==> config.mk <==
export PLATFORM = sky130hd
export DESIGN_NAME = cis_core
export DESIGN_NICKNAME = d
export VERILOG_FILES = /design/src/cis_alu.v /design/src/cis_core.v
export VERILOG_INCLUDE_DIRS = /design/src /design/src/src
export SDC_FILE = /design/constraint.sdc
export NUM_CORES = 1
export LEC_CHECK = 0
export BUFFER_PORTS_ARGS = -buffer_cell sky130_fd_sc_hd__buf_2
export CORE_MARGIN = 3
export CORE_UTILIZATION = 55
export CTS_BUF_LIST = sky130_fd_sc_hd__clkbuf_16
export CTS_CLUSTER_DIAMETER = 50
export DETAILED_ROUTE_END_ITERATION = 10
export PLACE_DENSITY_LB_ADDON = 0.05
export SKIP_CTS_REPAIR_TIMING = 1
export SYNTH_ARGS = -nofsm -noshare
export SYNTH_HDL_FRONTEND = slang
export SYNTH_SLANG_ARGS = --single-unit
==> constraint.sdc <==
create_clock -name ref_clk -period 7.4 [get_ports ref_clk]
set_input_delay 1.85 -clock ref_clk [delete_from_list [all_inputs] [get_ports ref_clk]]
set_output_delay 1.85 -clock ref_clk [all_outputs]
set_load 0.01 [all_outputs]
==> src/cis_defines.vh <==
// register map, field positions, opcodes and timing counts for the instruction core
`ifndef CIS_DEFINES_VH
`define CIS_DEFINES_VH

// register byte offsets
`define CIS_REG_CMD 8'h00
`define CIS_REG_STATUS 8'h04
`define CIS_REG_ACC 8'h08
`define CIS_REG_PC 8'h0c
`define CIS_REG_STACK 8'h10
`define CIS_REG_WDT 8'h14
`define CIS_REG_DMEM 8'h40

// command word fields
`define CIS_CMD_OP_HI 4
`define CIS_CMD_OP_LO 0
`define CIS_CMD_IMM_HI 15
`define CIS_CMD_IMM_LO 8
`define CIS_CMD_ADR_HI 19
`define CIS_CMD_ADR_LO 16
`define CIS_CMD_TGT_HI 31
`define CIS_CMD_TGT_LO 20

// status bit positions
`define CIS_ST_C 0
`define CIS_ST_AC 1
`define CIS_ST_Z 2
`define CIS_ST_OV 3
`define CIS_ST_SC 4
`define CIS_ST_CZ 5
`define CIS_ST_HALT 6
`define CIS_ST_WDTX 7
`define CIS_ST_IRQEN 8
`define CIS_ST_BUSY 9

// opcodes
`define CIS_OP_NOP 5'h00
`define CIS_OP_SLEEP 5'h01
`define CIS_OP_INC 5'h02
`define CIS_OP_INCA 5'h03
`define CIS_OP_GOTO 5'h04
`define CIS_OP_MOV_AM 5'h05
`define CIS_OP_MOV_AX 5'h06
`define CIS_OP_MOV_MA 5'h07
`define CIS_OP_OR_AM 5'h08
`define CIS_OP_OR_AX 5'h09
`define CIS_OP_ORM 5'h0a
`define CIS_OP_RET 5'h0b
`define CIS_OP_RET_AX 5'h0c
`define CIS_OP_IRET 5'h0d
`define CIS_OP_RL 5'h0e
`define CIS_OP_RLA 5'h0f
`define CIS_OP_RLC 5'h10
`define CIS_OP_RLCA 5'h11
`define CIS_OP_RR 5'h12
`define CIS_OP_RRA 5'h13
`define CIS_OP_RRC 5'h14
`define CIS_OP_RRCA 5'h15
`define CIS_OP_SBC_AM 5'h16
`define CIS_OP_SBC_AX 5'h17
`define CIS_OP_SBCM 5'h18
`define CIS_OP_DSKIP 5'h19
`define CIS_OP_DSKIPA 5'h1a
`define CIS_OP_SET 5'h1b

// reset values and timing
`define CIS_RST_PC 12'h000
`define CIS_RST_ACC 8'h00
`define CIS_IRQ_VECTOR 12'h004
`define CIS_WDT_PRESCALE 8'hff
`define CIS_WDT_LIMIT 16'hffff

`endif

==> src/cis_alu.v <==
// datapath for the arithmetic, logic and rotate operations of the instruction core
`include "cis_defines.vh"

module cis_alu (
  // operation and operands
  input wire [4:0] op,
  input wire [7:0] acc,
  input wire [7:0] mem,
  input wire [7:0] imm,
  input wire c_in,
  input wire cz_in,
  // result and flags
  output reg [7:0] res,
  output reg c_out,
  output reg ac_out,
  output reg z_out,
  output reg ov_out,
  output reg sc_out,
  output reg cz_out
);

  reg [8:0] diff;
  reg [4:0] ldiff;
  reg [7:0] sub_b;

  always @* begin
    sub_b = (op == `CIS_OP_SBC_AX) ? imm : mem;
    // borrow is the inverted carry
    diff = {1'b0, acc} - {1'b0, sub_b} - {8'h00, ~c_in};
    ldiff = {1'b0, acc[3:0]} - {1'b0, sub_b[3:0]} - {4'h0, ~c_in};
    res = mem;
    c_out = c_in;
    ac_out = ~ldiff[4];
    ov_out = (acc[7] != sub_b[7]) && (diff[7] != acc[7]);
    sc_out = ((acc[7] != sub_b[7]) && (diff[7] != acc[7])) ^ diff[7];
    case (op)
      `CIS_OP_INC, `CIS_OP_INCA: res = mem + 8'h01;
      `CIS_OP_MOV_AM: res = mem;
      `CIS_OP_MOV_AX, `CIS_OP_RET_AX: res = imm;
      `CIS_OP_MOV_MA: res = acc;
      `CIS_OP_OR_AM, `CIS_OP_ORM: res = acc | mem;
      `CIS_OP_OR_AX: res = acc | imm;
      `CIS_OP_RL, `CIS_OP_RLA: res = {mem[6:0], mem[7]};
      `CIS_OP_RLC, `CIS_OP_RLCA: begin
        res = {mem[6:0], c_in};
        c_out = mem[7];
      end
      `CIS_OP_RR, `CIS_OP_RRA: res = {mem[0], mem[7:1]};
      `CIS_OP_RRC, `CIS_OP_RRCA: begin
        res = {c_in, mem[7:1]};
        c_out = mem[0];
      end
      `CIS_OP_SBC_AM, `CIS_OP_SBC_AX, `CIS_OP_SBCM: begin
        res = diff[7:0];
        c_out = ~diff[8];
      end
      `CIS_OP_DSKIP, `CIS_OP_DSKIPA: res = mem - 8'h01;
      `CIS_OP_SET: res = 8'hff;
      default: res = mem;
    endcase
    z_out = (res == 8'h00);
    // multi-byte null keeps chained zero across bytes
    cz_out = (res == 8'h00) & cz_in;
  end

endmodule

==> src/cis_core.v <==
// instruction core for the halt-to-set group, with a classic wishbone register slave
// Function
// - sleep halts, clears watchdog, sets halted flag
// - add one to byte, memory or accumulator
// - goto loads pc, two cycles, no flags
// - moves into accumulator leave flags alone
// - accumulator to memory, flags untouched
// - no-op only advances the pc
// - or into accumulator updates zero only
// - or into memory updates zero only
// - return pops stack into pc
// - return loads pc and immediate accumulator
// - interrupt return restores pc, allows irqs
// - pending irq served before main program
// - left rotate, bit 7 into bit 0
// - left rotate through carry, carry only
// - right rotate, bit 0 into bit 7
// - right rotate through carry, carry only
// - subtract borrow, carry set when nonnegative
// - memory subtract writes byte, same flags
// - decrement memory, skip on zero, two cycles when skipping
// - memory decrement into accumulator, skip on zero value
// - set forces all byte bits high
`include "cis_defines.vh"

module cis_core #(
  parameter PC_W = 12,
  parameter DMEM_AW = 4,
  parameter STACK_AW = 3,
  parameter [15:0] WDT_LIMIT = `CIS_WDT_LIMIT
) (
  // clock and reset
  input wire ref_clk,
  input wire reset,
  // wishbone slave
  input wire wb_cyc_i,
  input wire wb_stb_i,
  input wire wb_we_i,
  input wire [7:0] wb_adr_i,
  input wire [3:0] wb_sel_i,
  input wire [31:0] wb_dat_i,
  output reg [31:0] wb_dat_o,
  output reg wb_ack_o,
  // pins
  input wire irq_request,
  input wire wake_request,
  output reg sys_clk_run
);

  localparam DMEM_N = 1 << DMEM_AW;
  localparam STACK_N = 1 << STACK_AW;
  localparam [2:0] ST_IDLE = 3'b001;
  localparam [2:0] ST_EXEC = 3'b010;
  localparam [2:0] ST_DUMMY = 3'b100;

  reg [7:0] dmem [0:DMEM_N-1];
  reg [PC_W-1:0] stack [0:STACK_N-1];
  reg [2:0] state_q;
  reg [31:0] cmd_q;
  reg [7:0] acc_q;
  reg [PC_W-1:0] pc_q;
  reg [STACK_AW:0] sp_q;
  reg c_q, ac_q, z_q, ov_q, sc_q, cz_q;
  reg halted_flag_q, watchdog_expired_flag_q, global_irq_allow_q;
  reg [7:0] prescale_q;
  reg [15:0] watchdog_counter_q;
  reg irq_s1_q, irq_s2_q, wake_s1_q, wake_s2_q;

  wire [4:0] op = cmd_q[`CIS_CMD_OP_HI:`CIS_CMD_OP_LO];
  wire [7:0] imm = cmd_q[`CIS_CMD_IMM_HI:`CIS_CMD_IMM_LO];
  wire [DMEM_AW-1:0] maddr = cmd_q[`CIS_CMD_ADR_LO+DMEM_AW-1:`CIS_CMD_ADR_LO];
  wire [PC_W-1:0] target = cmd_q[`CIS_CMD_TGT_LO+PC_W-1:`CIS_CMD_TGT_LO];
  wire [7:0] mval = dmem[maddr];
  wire [PC_W-1:0] stack_top = stack[sp_q[STACK_AW-1:0] - 1'b1];

  wire [7:0] alu_res;
  wire alu_c, alu_ac, alu_z, alu_ov, alu_sc, alu_cz;

  cis_alu u_alu (
    .op(op),
    .acc(acc_q),
    .mem(mval),
    .imm(imm),
    .c_in(c_q),
    .cz_in(cz_q),
    .res(alu_res),
    .c_out(alu_c),
    .ac_out(alu_ac),
    .z_out(alu_z),
    .ov_out(alu_ov),
    .sc_out(alu_sc),
    .cz_out(alu_cz)
  );

  // bus decode
  wire bus_req = wb_cyc_i & wb_stb_i & ~wb_ack_o;
  wire bus_wr = bus_req & wb_we_i & wb_sel_i[0];
  wire is_dmem = (wb_adr_i[7:6] == 2'b01) && (wb_adr_i[5:2] < DMEM_N);
  wire [DMEM_AW-1:0] bus_dmem_idx = wb_adr_i[DMEM_AW+1:2];
  wire cmd_start = bus_wr && (wb_adr_i == `CIS_REG_CMD) && (state_q == ST_IDLE) && !halted_flag_q;

  // operation classes
  reg wr_mem, wr_acc, upd_z, upd_c, upd_arith, skip_cond, is_pop;
  always @* begin
    wr_mem = 1'b0;
    wr_acc = 1'b0;
    upd_z = 1'b0;
    upd_c = 1'b0;
    upd_arith = 1'b0;
    skip_cond = 1'b0;
    is_pop = 1'b0;
    case (op)
      `CIS_OP_INC, `CIS_OP_ORM: begin
        wr_mem = 1'b1;
        upd_z = 1'b1;
      end
      `CIS_OP_INCA, `CIS_OP_OR_AM, `CIS_OP_OR_AX: begin
        wr_acc = 1'b1;
        upd_z = 1'b1;
      end
      `CIS_OP_MOV_AM, `CIS_OP_MOV_AX: wr_acc = 1'b1;
      `CIS_OP_MOV_MA, `CIS_OP_RL, `CIS_OP_RR, `CIS_OP_SET: wr_mem = 1'b1;
      `CIS_OP_RLA, `CIS_OP_RRA: wr_acc = 1'b1;
      `CIS_OP_RLC, `CIS_OP_RRC: begin
        wr_mem = 1'b1;
        upd_c = 1'b1;
      end
      `CIS_OP_RLCA, `CIS_OP_RRCA: begin
        wr_acc = 1'b1;
        upd_c = 1'b1;
      end
      `CIS_OP_SBC_AM, `CIS_OP_SBC_AX: begin
        wr_acc = 1'b1;
        upd_arith = 1'b1;
      end
      `CIS_OP_SBCM: begin
        wr_mem = 1'b1;
        upd_arith = 1'b1;
      end
      `CIS_OP_DSKIP: begin
        wr_mem = 1'b1;
        skip_cond = alu_z;
      end
      `CIS_OP_DSKIPA: begin
        wr_acc = 1'b1;
        skip_cond = alu_z;
      end
      `CIS_OP_RET: is_pop = 1'b1;
      `CIS_OP_RET_AX: begin
        is_pop = 1'b1;
        wr_acc = 1'b1;
      end
      `CIS_OP_IRET: is_pop = 1'b1;
      default: is_pop = 1'b0;
    endcase
  end

  // pin synchronisers
  always @(posedge ref_clk or posedge reset) begin
    if (reset) begin
      irq_s1_q <= 1'b0;
      irq_s2_q <= 1'b0;
      wake_s1_q <= 1'b0;
      wake_s2_q <= 1'b0;
    end else begin
      irq_s1_q <= irq_request;
      irq_s2_q <= irq_s1_q;
      wake_s1_q <= wake_request;
      wake_s2_q <= wake_s1_q;
    end
  end

  // sequencer, pc and stack
  always @(posedge ref_clk or posedge reset) begin
    if (reset) begin
      state_q <= ST_IDLE;
      cmd_q <= 32'h0000_0000;
      pc_q <= `CIS_RST_PC;
      sp_q <= {(STACK_AW+1){1'b0}};
      global_irq_allow_q <= 1'b0;
    end else begin
      case (state_q)
        ST_IDLE: begin
          if (cmd_start) begin
            cmd_q <= wb_dat_i;
            state_q <= ST_EXEC;
          end else if (bus_wr && wb_adr_i == `CIS_REG_STACK && sp_q != STACK_N) begin
            stack[sp_q[STACK_AW-1:0]] <= wb_dat_i[PC_W-1:0];
            sp_q <= sp_q + 1'b1;
          end else if (bus_wr && wb_adr_i == `CIS_REG_PC) begin
            pc_q <= wb_dat_i[PC_W-1:0];
          end
          if (bus_wr && wb_adr_i == `CIS_REG_STATUS) begin
            global_irq_allow_q <= wb_dat_i[`CIS_ST_IRQEN];
          end
        end
        ST_EXEC: begin
          // goto and a taken skip spend a dummy cycle; all else ends here
          state_q <= (op == `CIS_OP_GOTO || skip_cond) ? ST_DUMMY : ST_IDLE;
          if (op == `CIS_OP_GOTO) begin
            pc_q <= target;
          end else if (is_pop && sp_q != 0) begin
            sp_q <= sp_q - 1'b1;
            pc_q <= stack_top;
            if (op == `CIS_OP_IRET) begin
              if (irq_s2_q) begin
                // pending request: restored pc goes back on the stack, vector taken now
                stack[sp_q[STACK_AW-1:0] - 1'b1] <= stack_top;
                sp_q <= sp_q;
                pc_q <= `CIS_IRQ_VECTOR;
                global_irq_allow_q <= 1'b0;
              end else begin
                global_irq_allow_q <= 1'b1;
              end
            end
          end else if (skip_cond) begin
            pc_q <= pc_q + 2'd2;
          end else if (op != `CIS_OP_SLEEP) begin
            pc_q <= pc_q + 1'b1;
          end
        end
        ST_DUMMY: state_q <= ST_IDLE;
        default: state_q <= ST_IDLE;
      endcase
    end
  end

  // accumulator and status flags
  always @(posedge ref_clk or posedge reset) begin
    if (reset) begin
      acc_q <= `CIS_RST_ACC;
      c_q <= 1'b0;
      ac_q <= 1'b0;
      z_q <= 1'b0;
      ov_q <= 1'b0;
      sc_q <= 1'b0;
      cz_q <= 1'b0;
    end else if (state_q == ST_EXEC) begin
      if (wr_acc) begin
        acc_q <= alu_res;
      end
      if (upd_z || upd_arith) begin
        z_q <= alu_z;
      end
      if (upd_c || upd_arith) begin
        c_q <= alu_c;
      end
      if (upd_arith) begin
        ac_q <= alu_ac;
        ov_q <= alu_ov;
        sc_q <= alu_sc;
        cz_q <= alu_cz;
      end
    end else if (state_q == ST_IDLE && bus_wr) begin
      if (wb_adr_i == `CIS_REG_ACC) begin
        acc_q <= wb_dat_i[7:0];
      end
      if (wb_adr_i == `CIS_REG_STATUS) begin
        c_q <= wb_dat_i[`CIS_ST_C];
        ac_q <= wb_dat_i[`CIS_ST_AC];
        z_q <= wb_dat_i[`CIS_ST_Z];
        ov_q <= wb_dat_i[`CIS_ST_OV];
        sc_q <= wb_dat_i[`CIS_ST_SC];
        cz_q <= wb_dat_i[`CIS_ST_CZ];
      end
    end
  end

  // data memory: execution wins over a bus write in the same cycle
  always @(posedge ref_clk) begin
    if (state_q == ST_EXEC && wr_mem) begin
      dmem[maddr] <= alu_res;
    end else if (bus_wr && is_dmem) begin
      dmem[bus_dmem_idx] <= wb_dat_i[7:0];
    end
  end

  // power-down and watchdog
  always @(posedge ref_clk or posedge reset) begin
    if (reset) begin
      halted_flag_q <= 1'b0;
      watchdog_expired_flag_q <= 1'b0;
      prescale_q <= 8'h00;
      watchdog_counter_q <= 16'h0000;
      sys_clk_run <= 1'b1;
    end else if (state_q == ST_EXEC && op == `CIS_OP_SLEEP) begin
      halted_flag_q <= 1'b1;
      // an expiry landing in the sleep cycle itself is kept: the set wins over the clear
      watchdog_expired_flag_q <= (prescale_q == `CIS_WDT_PRESCALE) && (watchdog_counter_q == WDT_LIMIT);
      prescale_q <= 8'h00;
      watchdog_counter_q <= 16'h0000;
      sys_clk_run <= 1'b0;
    end else if (halted_flag_q) begin
      // gated clock: nothing counts until a wake request
      if (wake_s2_q) begin
        sys_clk_run <= 1'b1;
        halted_flag_q <= 1'b0;
      end
    end else begin
      prescale_q <= prescale_q + 1'b1;
      if (prescale_q == `CIS_WDT_PRESCALE) begin
        if (watchdog_counter_q == WDT_LIMIT) begin
          watchdog_expired_flag_q <= 1'b1;
          watchdog_counter_q <= 16'h0000;
        end else begin
          watchdog_counter_q <= watchdog_counter_q + 1'b1;
        end
      end
    end
  end

  // bus answer, one cycle after the request
  always @(posedge ref_clk or posedge reset) begin
    if (reset) begin
      wb_ack_o <= 1'b0;
      wb_dat_o <= 32'h0000_0000;
    end else begin
      wb_ack_o <= bus_req;
      wb_dat_o <= 32'h0000_0000;
      if (bus_req && !wb_we_i) begin
        if (is_dmem) begin
          wb_dat_o <= {24'h000000, dmem[bus_dmem_idx]};
        end else begin
          case (wb_adr_i)
            `CIS_REG_CMD: wb_dat_o <= cmd_q;
            `CIS_REG_STATUS: wb_dat_o <= {22'h0, (state_q != ST_IDLE), global_irq_allow_q,
              watchdog_expired_flag_q, halted_flag_q, cz_q, sc_q, ov_q, z_q, ac_q, c_q};
            `CIS_REG_ACC: wb_dat_o <= {24'h000000, acc_q};
            `CIS_REG_PC: wb_dat_o <= {{(32-PC_W){1'b0}}, pc_q};
            `CIS_REG_STACK: wb_dat_o <= {{(31-STACK_AW){1'b0}}, sp_q};
            `CIS_REG_WDT: wb_dat_o <= {16'h0000, watchdog_counter_q};
            default: wb_dat_o <= 32'h0000_0000;
          endcase
        end
      end
    end
  end

endmodule

==> impl_metrics.tcl, run 1 <==
set metrics [dict create \
    cts_tree "done" \
    final_core_util_pct 63.2 \
    die-area_um2 36500 \
    rows 67 \
    period_share_pct 92.7 \
    critPathCapture "pc_q[6]" \
    drt_pass1_iterations 8 \
    synth_seq_cells 354 \
    yosysWarnings 0 \
    hold_depth 0 \
    syn_area_um2 18800 \
    r2r_cells 21 \
    synthTopCellsByArea "edfxtp_1 (36%), dfrtp_1 (17%), mux4_2 (10%), nand2_1 (4.0%), nor2_1 (2.9%)" \
    syn2layout_area_growth_pct 12.7 \
    critPathMaxFanout 24 \
    h-tree-depth 2 \
    synthTopCellsByCount "edfxtp_1 (224), nand2_1 (199), nor2_1 (146)" \
    p_leak_nw 8.12 \
    drive_above_1_share_pct 20.0 \
    grt_pass1_wl_um 84200 \
    placed_cells 2095 \
    fmax_ghz 0.146 \
    finalSetupViolCount 0 \
    ys_seq_area_share_pct 53.0 \
    critical_path_class "reg -> reg" \
    grt_max_degree 87 \
    overflow 0 \
    grt_pass1_vias 13800 \
    cts_max_path_buffers 3 \
    dp_hpwl_um 39500 \
    clk_pin_slew_worst_paths_ns 0.06 \
    clock_skew_ns 0.0270 \
    worstReg2RegStart "cmd_q[16]" \
    ff_latch_area_um2 9980 \
    rsz0062_at_grt "no" \
    synth_top_flop_cell "edfxtp_1" \
    wl_per_cell_um 25.8 \
    hold_viol 0 \
    max_slew_margin_pct 27.8 \
    synth_top_area_share_pct 35.7 \
    die_h_um 191 \
    crit_path_start_kind "register" \
    fillCellCount 2681 \
    cp.required_ns 7.86 \
    syn_avg_cell_area_um2 11.7 \
    synth_nets 1688 \
    die_x_um 191 \
    final_cells 2175 \
    ys_types 86 \
    p_per_area_nw_per_um2 226 \
    dp_slack_ns 0.737 \
    routabilityCongestion 0.954 \
    antenna_found_initial 0 \
    drt-initial-drc-count 1769 \
    max_slew.worst_pin.slew_ns 1.08 \
    status "finished, final reports clean" \
    synthArstFlopShare_pct 36.7 \
    synth_most_common_cell "edfxtp_1" \
    min_path_type "reg -> reg" \
    cts_buffers 43 \
    initial_utilization_pct 56.1 \
    nNetsFinal 1774 \
    fin_ws_ns 0.543 \
    endpoint_kind "register" \
    finalWirelength_um 56200 \
    via_per_inst 6.63 \
    drc_errors 0 \
    synth.largest_area_cell "edfxtp_1" \
    ir_drop_mv 0.203 \
    setup_tns_ns 0 \
    finalMaxSlewViolations 0 \
    r2r_slack_ns 0.54 \
    ant_nets 0 \
    syn_inst 1606 \
    ioPinCount 85 \
    max_cap_violations 0 \
    clkSinkCount 354 \
    period_needed_ns 6.86 \
    port_buffers 81 \
    cp.arrival_ns 7.31 \
    core_um2 33600 \
    synth-edff-count 224 \
    cts_root_buffer "clkbuf_16" \
    grt_use_total_pct 30.9 \
    startpoint "cmd_q[16]" \
    clk_latency_ns 0.57 \
    multi_input_area_um2 8340 \
    timing.rr.end "pc_q[6]" \
    via_count 14400 \
]
==> through the flow <==
stage          instance area (um^2)  hold slack (ns)  power [W]
2_1_floorplan                 18800            0.331    0.00258
3_3_place_gp                  19800            0.349    0.00278
3_5_place_dp                  19800            0.343    0.00279
4_1_cts                       21200            0.365    0.00482
5_1_grt                       21200            0.374    0.00494
6_report                      21200            0.364    0.00479
==> kinds of logic (layout without fill, tap and decap cells) <==
group,Yosys count,in the layout,synth area share [%]
xor+xnor,35,35,1.63
flops,354,354,53.0
simple gates,558,558,13.9
fa+ha+maj,31,31,2.22
other cells,0,1,0
buf+inv,135,255,2.86
compound gates,327,327,11.8
mux,166,166,14.6
==> flip-flops by register name, indices dropped and copies added, names as in the netlist, 3 cells and up <==
name / cells
cmd_q: 32
stack: 96
acc_q: 8
wb_dat_o: 32
sp_q: 4
prescale_q: 8
state_q: 3
dmem: 128
watchdog_counter_q: 16
pc_q: 12
==> worst min-delay path by stage <==
| stage | slack, ns | startpoint | endpoint |
|---|---|---|---|
| detailed placement | 0.34 | wake_s1_q | wake_s2_q |
| global route | 0.37 | wake_s1_q | wake_s2_q |
| CTS | 0.37 | wake_s1_q | wake_s2_q |
| global placement | 0.35 | wake_s1_q | wake_s2_q |
| finish | 0.36 | wake_s1_q | wake_s2_q |
| floorplan | 0.33 | irq_s1_q | irq_s2_q |
==> worst max-delay path, stage by stage, from the launching register on <==
cell,delay [ns]
dfrtp_2,0.72
buf_4,0.50
mux2i_1,0.14
a22o_1,0.24
a221oi_1,0.59
nand2_1,0.10
o21ai_0,0.29
mux2_2,0.29
ha_1,0.14
inv_1,0.04
ha_1,0.35
nor4b_1,0.18
a2111oi_0,0.44
o311ai_0,0.45
nand3_1,0.20
o211ai_1,0.14
or3_1,0.38
o221a_2,0.20
or4b_4,0.57
a21bo_1,0.28
or3_1,0.36
and3_1,0.17
==> cell type report <==
class                           instances  area share (%)
Tap cell                              448            2.64
Sequential cell                       354            47.0
Antenna cell                            1          0.0118
Clock buffer                           46            5.42
Clock inverter                         33            1.14
Timing Repair Buffer                  133            3.75
Multi-Input combinational cell       1117            39.2
Inverter                               43           0.784
==> cell usage in the layout, fill, tap and decap left out, types with 6 or more instances in the layout <==
cell type  count
xnor2_1       16
mux2_2        34
nand4_1       14
mux2i_1       47
a21oi_1       76
edfxtp_1     224
a221oi_1      12
mux4_2        84
a22oi_1       23
inv_1         51
nand2_1      199
buf_2         81
nand3b_1       8
or3_1         13
nand2b_1       7
nor2b_1       21
dfrtp_1      126
ha_1          27
and3_1        20
nor2_1       146
a21o_1         7
nor3_1        26
nor3b_1       10
nand3_1       38
or2_2          8
o31ai_1        9
and2_1        22
a211oi_1      11
a31oi_1       18
o211ai_1       8
buf_4         52
xor2_1        19
clkinv_1       6
o21ai_0       68
o22a_1         9
clkbuf_16     46
==> where the power goes <==
group	internal, W	switching, W
Combinational	0.000257	0.000361
Clock	0.00120	0.000837
Sequential	0.00212	0.0000129
Total	0.00358	0.00121
==> routing by layer <==
metal	wire length (um)	vias up	global-route usage [%]
li1	-	6279	-
met5	0	-	0
met1	23300	7286	44.0
met4	1900	0	10.8
met3	5200	133	5.79
met2	25800	718	48.1
Note: power is estimated with default switching activity, not from simulation.
==> run 2, diff against run 1 <==
--- a/config.mk
+++ b/config.mk
@@ -7,6 +7,7 @@
 export NUM_CORES = 1
 export LEC_CHECK = 0
 export BUFFER_PORTS_ARGS = -buffer_cell sky130_fd_sc_hd__buf_2
+export CORE_ASPECT_RATIO = 0.6
 export CORE_MARGIN = 3
 export CORE_UTILIZATION = 55
 export CTS_BUF_LIST = sky130_fd_sc_hd__clkbuf_16
==> run 2 against run 1 <==
Effect of this change: global-route usage rose by 2.4 points; utilization increased by 0.24 points; non-clock buffer count increased by 8; power fell by 7.6%; maximum frequency down 4.3%; flip-flop and latch count is the same; hold slack got worse by 0.011 ns; setup slack worse by 0.31 ns; largest power group unchanged; highest routed layer unchanged.
==> impl_metrics.tcl, run 2 (synthesis gave the netlist of run 1 again) <==
set metrics [dict create \
    status "finished, final reports clean" \
    clock_skew_ns 0.0281 \
    grt_pass1_vias 13600 \
    rows 51 \
    routabilityCongestion 1.03 \
    hold_depth 0 \
    drt_pass1_iterations 5 \
    fin_area_um2 21000 \
    p_per_area_nw_per_um2 211 \
    wl_per_cell_um 27.8 \
    ioPinCount 85 \
    p_leak_nw 7.97 \
    r2r_slack_ns 0.24 \
    dp_hpwl_um 44500 \
    drc_errors 0 \
    regMostFlops "dmem" \
    grt_pass1_wl_um 89400 \
    crit_slowest_cell "nor2b_1" \
    ant_nets 0 \
    endpoint_kind "register" \
    setup_tns_ns 0 \
    max_cap_violations 0 \
    layout_common_cells "edfxtp_1 (224), nand2_1 (199), nor2_1 (146)" \
    hold_viol 0 \
    rsz0062_at_grt "no" \
    dp_slack_ns 0.517 \
    grt_use_total_pct 33.3 \
    path_cells "nor2b_1 > a22oi_1 > nand3_1 > nand2_1 > inv_1 > a21oi_1 > fa_1 > inv_1 > ha_1 > nor2_1 > fa_1 > a21boi_0 > o21ai_0 > nor3b_1 > a2111oi_1 > buf_4 > o2111ai_1 > o211ai_2 > nand4b_1 > or3_1 > or4b_4 > a21bo_1 > or3_1 > and3_1" \
    cts_max_path_buffers 3 \
    die_x_um 245 \
    cts_tree "done" \
    timing.rr.end "pc_q[4]" \
    worstReg2RegStart "cmd_q[17]" \
    syn2layout_area_growth_pct 11.3 \
    overflow 0 \
    cts_root_buffer "clkbuf_16" \
    die-area_um2 36600 \
    min_path_type "reg -> reg" \
    finalSetupViolCount 0 \
    r2r_cells 24 \
    cp.required_ns 7.82 \
    finalMaxSlewViolations 0 \
    via_per_inst 6.72 \
    max_slew.worst_pin.slew_ns 1.26 \
    max_slew_margin_pct 15.9 \
    die_h_um 149 \
    cp.arrival_ns 7.59 \
    timing.hold.ws_ns 0.353 \
    antenna_found_initial 0 \
    clkSinkCount 354 \
    h-tree-depth 2 \
    fin_ws_ns 0.238 \
    clk_pin_slew_worst_paths_ns 0.07 \
    drive_above_1_share_pct 19.5 \
    fmax_ghz 0.140 \
    final_core_util_pct 63.4 \
    via_count 14600 \
    critical_path_class "reg -> reg" \
    core_um2 33100 \
    period_needed_ns 7.16 \
    period_share_pct 96.8 \
    critPathCapture "pc_q[4]" \
    critPathMaxFanout 8 \
    grt_max_degree 75 \
    final_common_cell "edfxtp_1" \
    port_buffers 81 \
    crit_path_max_incr_delay_ns 0.79 \
    nNetsFinal 1774 \
    clk_latency_ns 0.55 \
    placed_cell_area_um2 19900 \
    cts_buffers 35 \
    startpoint "cmd_q[17]" \
    largest_register_ffs 128 \
    ir_drop_mv 0.242 \
    initial_utilization_pct 57.0 \
    crit_path_start_kind "register" \
    drt-initial-drc-count 2193 \
    diodes 0 \
    finalWirelength_um 60200 \
]
run 2: cell count changes in the layout (fill, tap and decap cells not counted), sizes merged:
| cell | before | now |
|---|---|---|
| clkbuf | 46 | 36 |
| clkinv | 13 | 17 |
| bufinv | 2 | 0 |
| inv | 60 | 53 |
| diode | 1 | 0 |
| buf | 133 | 141 |
run 2: routing by layer:
| metal | vias to the layer above | GRT usage, % | wire length, um |
|---|---|---|---|
| met5 | - | 0 | 0 |
| met1 | 7206 | 55.6 | 27400 |
| met2 | 1001 | 40.3 | 22100 |
| li1 | 6269 | - | - |
| met3 | 89 | 12.3 | 9620 |
| met4 | 0 | 6.49 | 1130 |
run 2: worst max-delay path: cells and delay by family (launching register included):
family,cells,cell delay [ns]
DFF,1,0.52
AOI/OAI and AO/OA,8,1.75
adders and majority gates,3,1.04
and+or+nand+nor,10,3.35
buffers and inverters,3,0.40
run 2: power by group:
group / total (W) / internal [W] / switching (W)
Combinational: 0.000579 / 0.000256 / 0.000323
Sequential: 0.00217 / 0.00212 / 0.0000530
Clock: 0.00168 / 0.000895 / 0.000784
Total: 0.00443 / 0.00327 / 0.00116
run 2: worst min path at each step:
stage	start	end	slack [ns]
3_5_place_dp	wake_s1_q	wake_s2_q	0.34
3_3_place_gp	irq_s1_q	irq_s2_q	0.34
4_1_cts	wake_s1_q	wake_s2_q	0.36
2_1_floorplan	irq_s1_q	irq_s2_q	0.33
5_1_grt	irq_s1_q	irq_s2_q	0.36
6_report	irq_s1_q	irq_s2_q	0.35
run 2: per-stage QoR:
step | total power (W) | cells
finish | 0.00443 | 2169
global route | 0.00456 | 2169
CTS | 0.00443 | 2169
detailed placement | 0.00277 | 2105
global placement | 0.00277 | 2105
floorplan | 0.00258 | 1606
run 2: cell type report:
type | instances | area (um^2)
multi-input combinational | 1117 | 8340
inverter | 43 | 166
fill | 2649 | 12100
clock inverter | 28 | 153
clock buffer | 36 | 901
timing repair buffer | 141 | 856
sequential | 354 | 9980
tap | 450 | 563
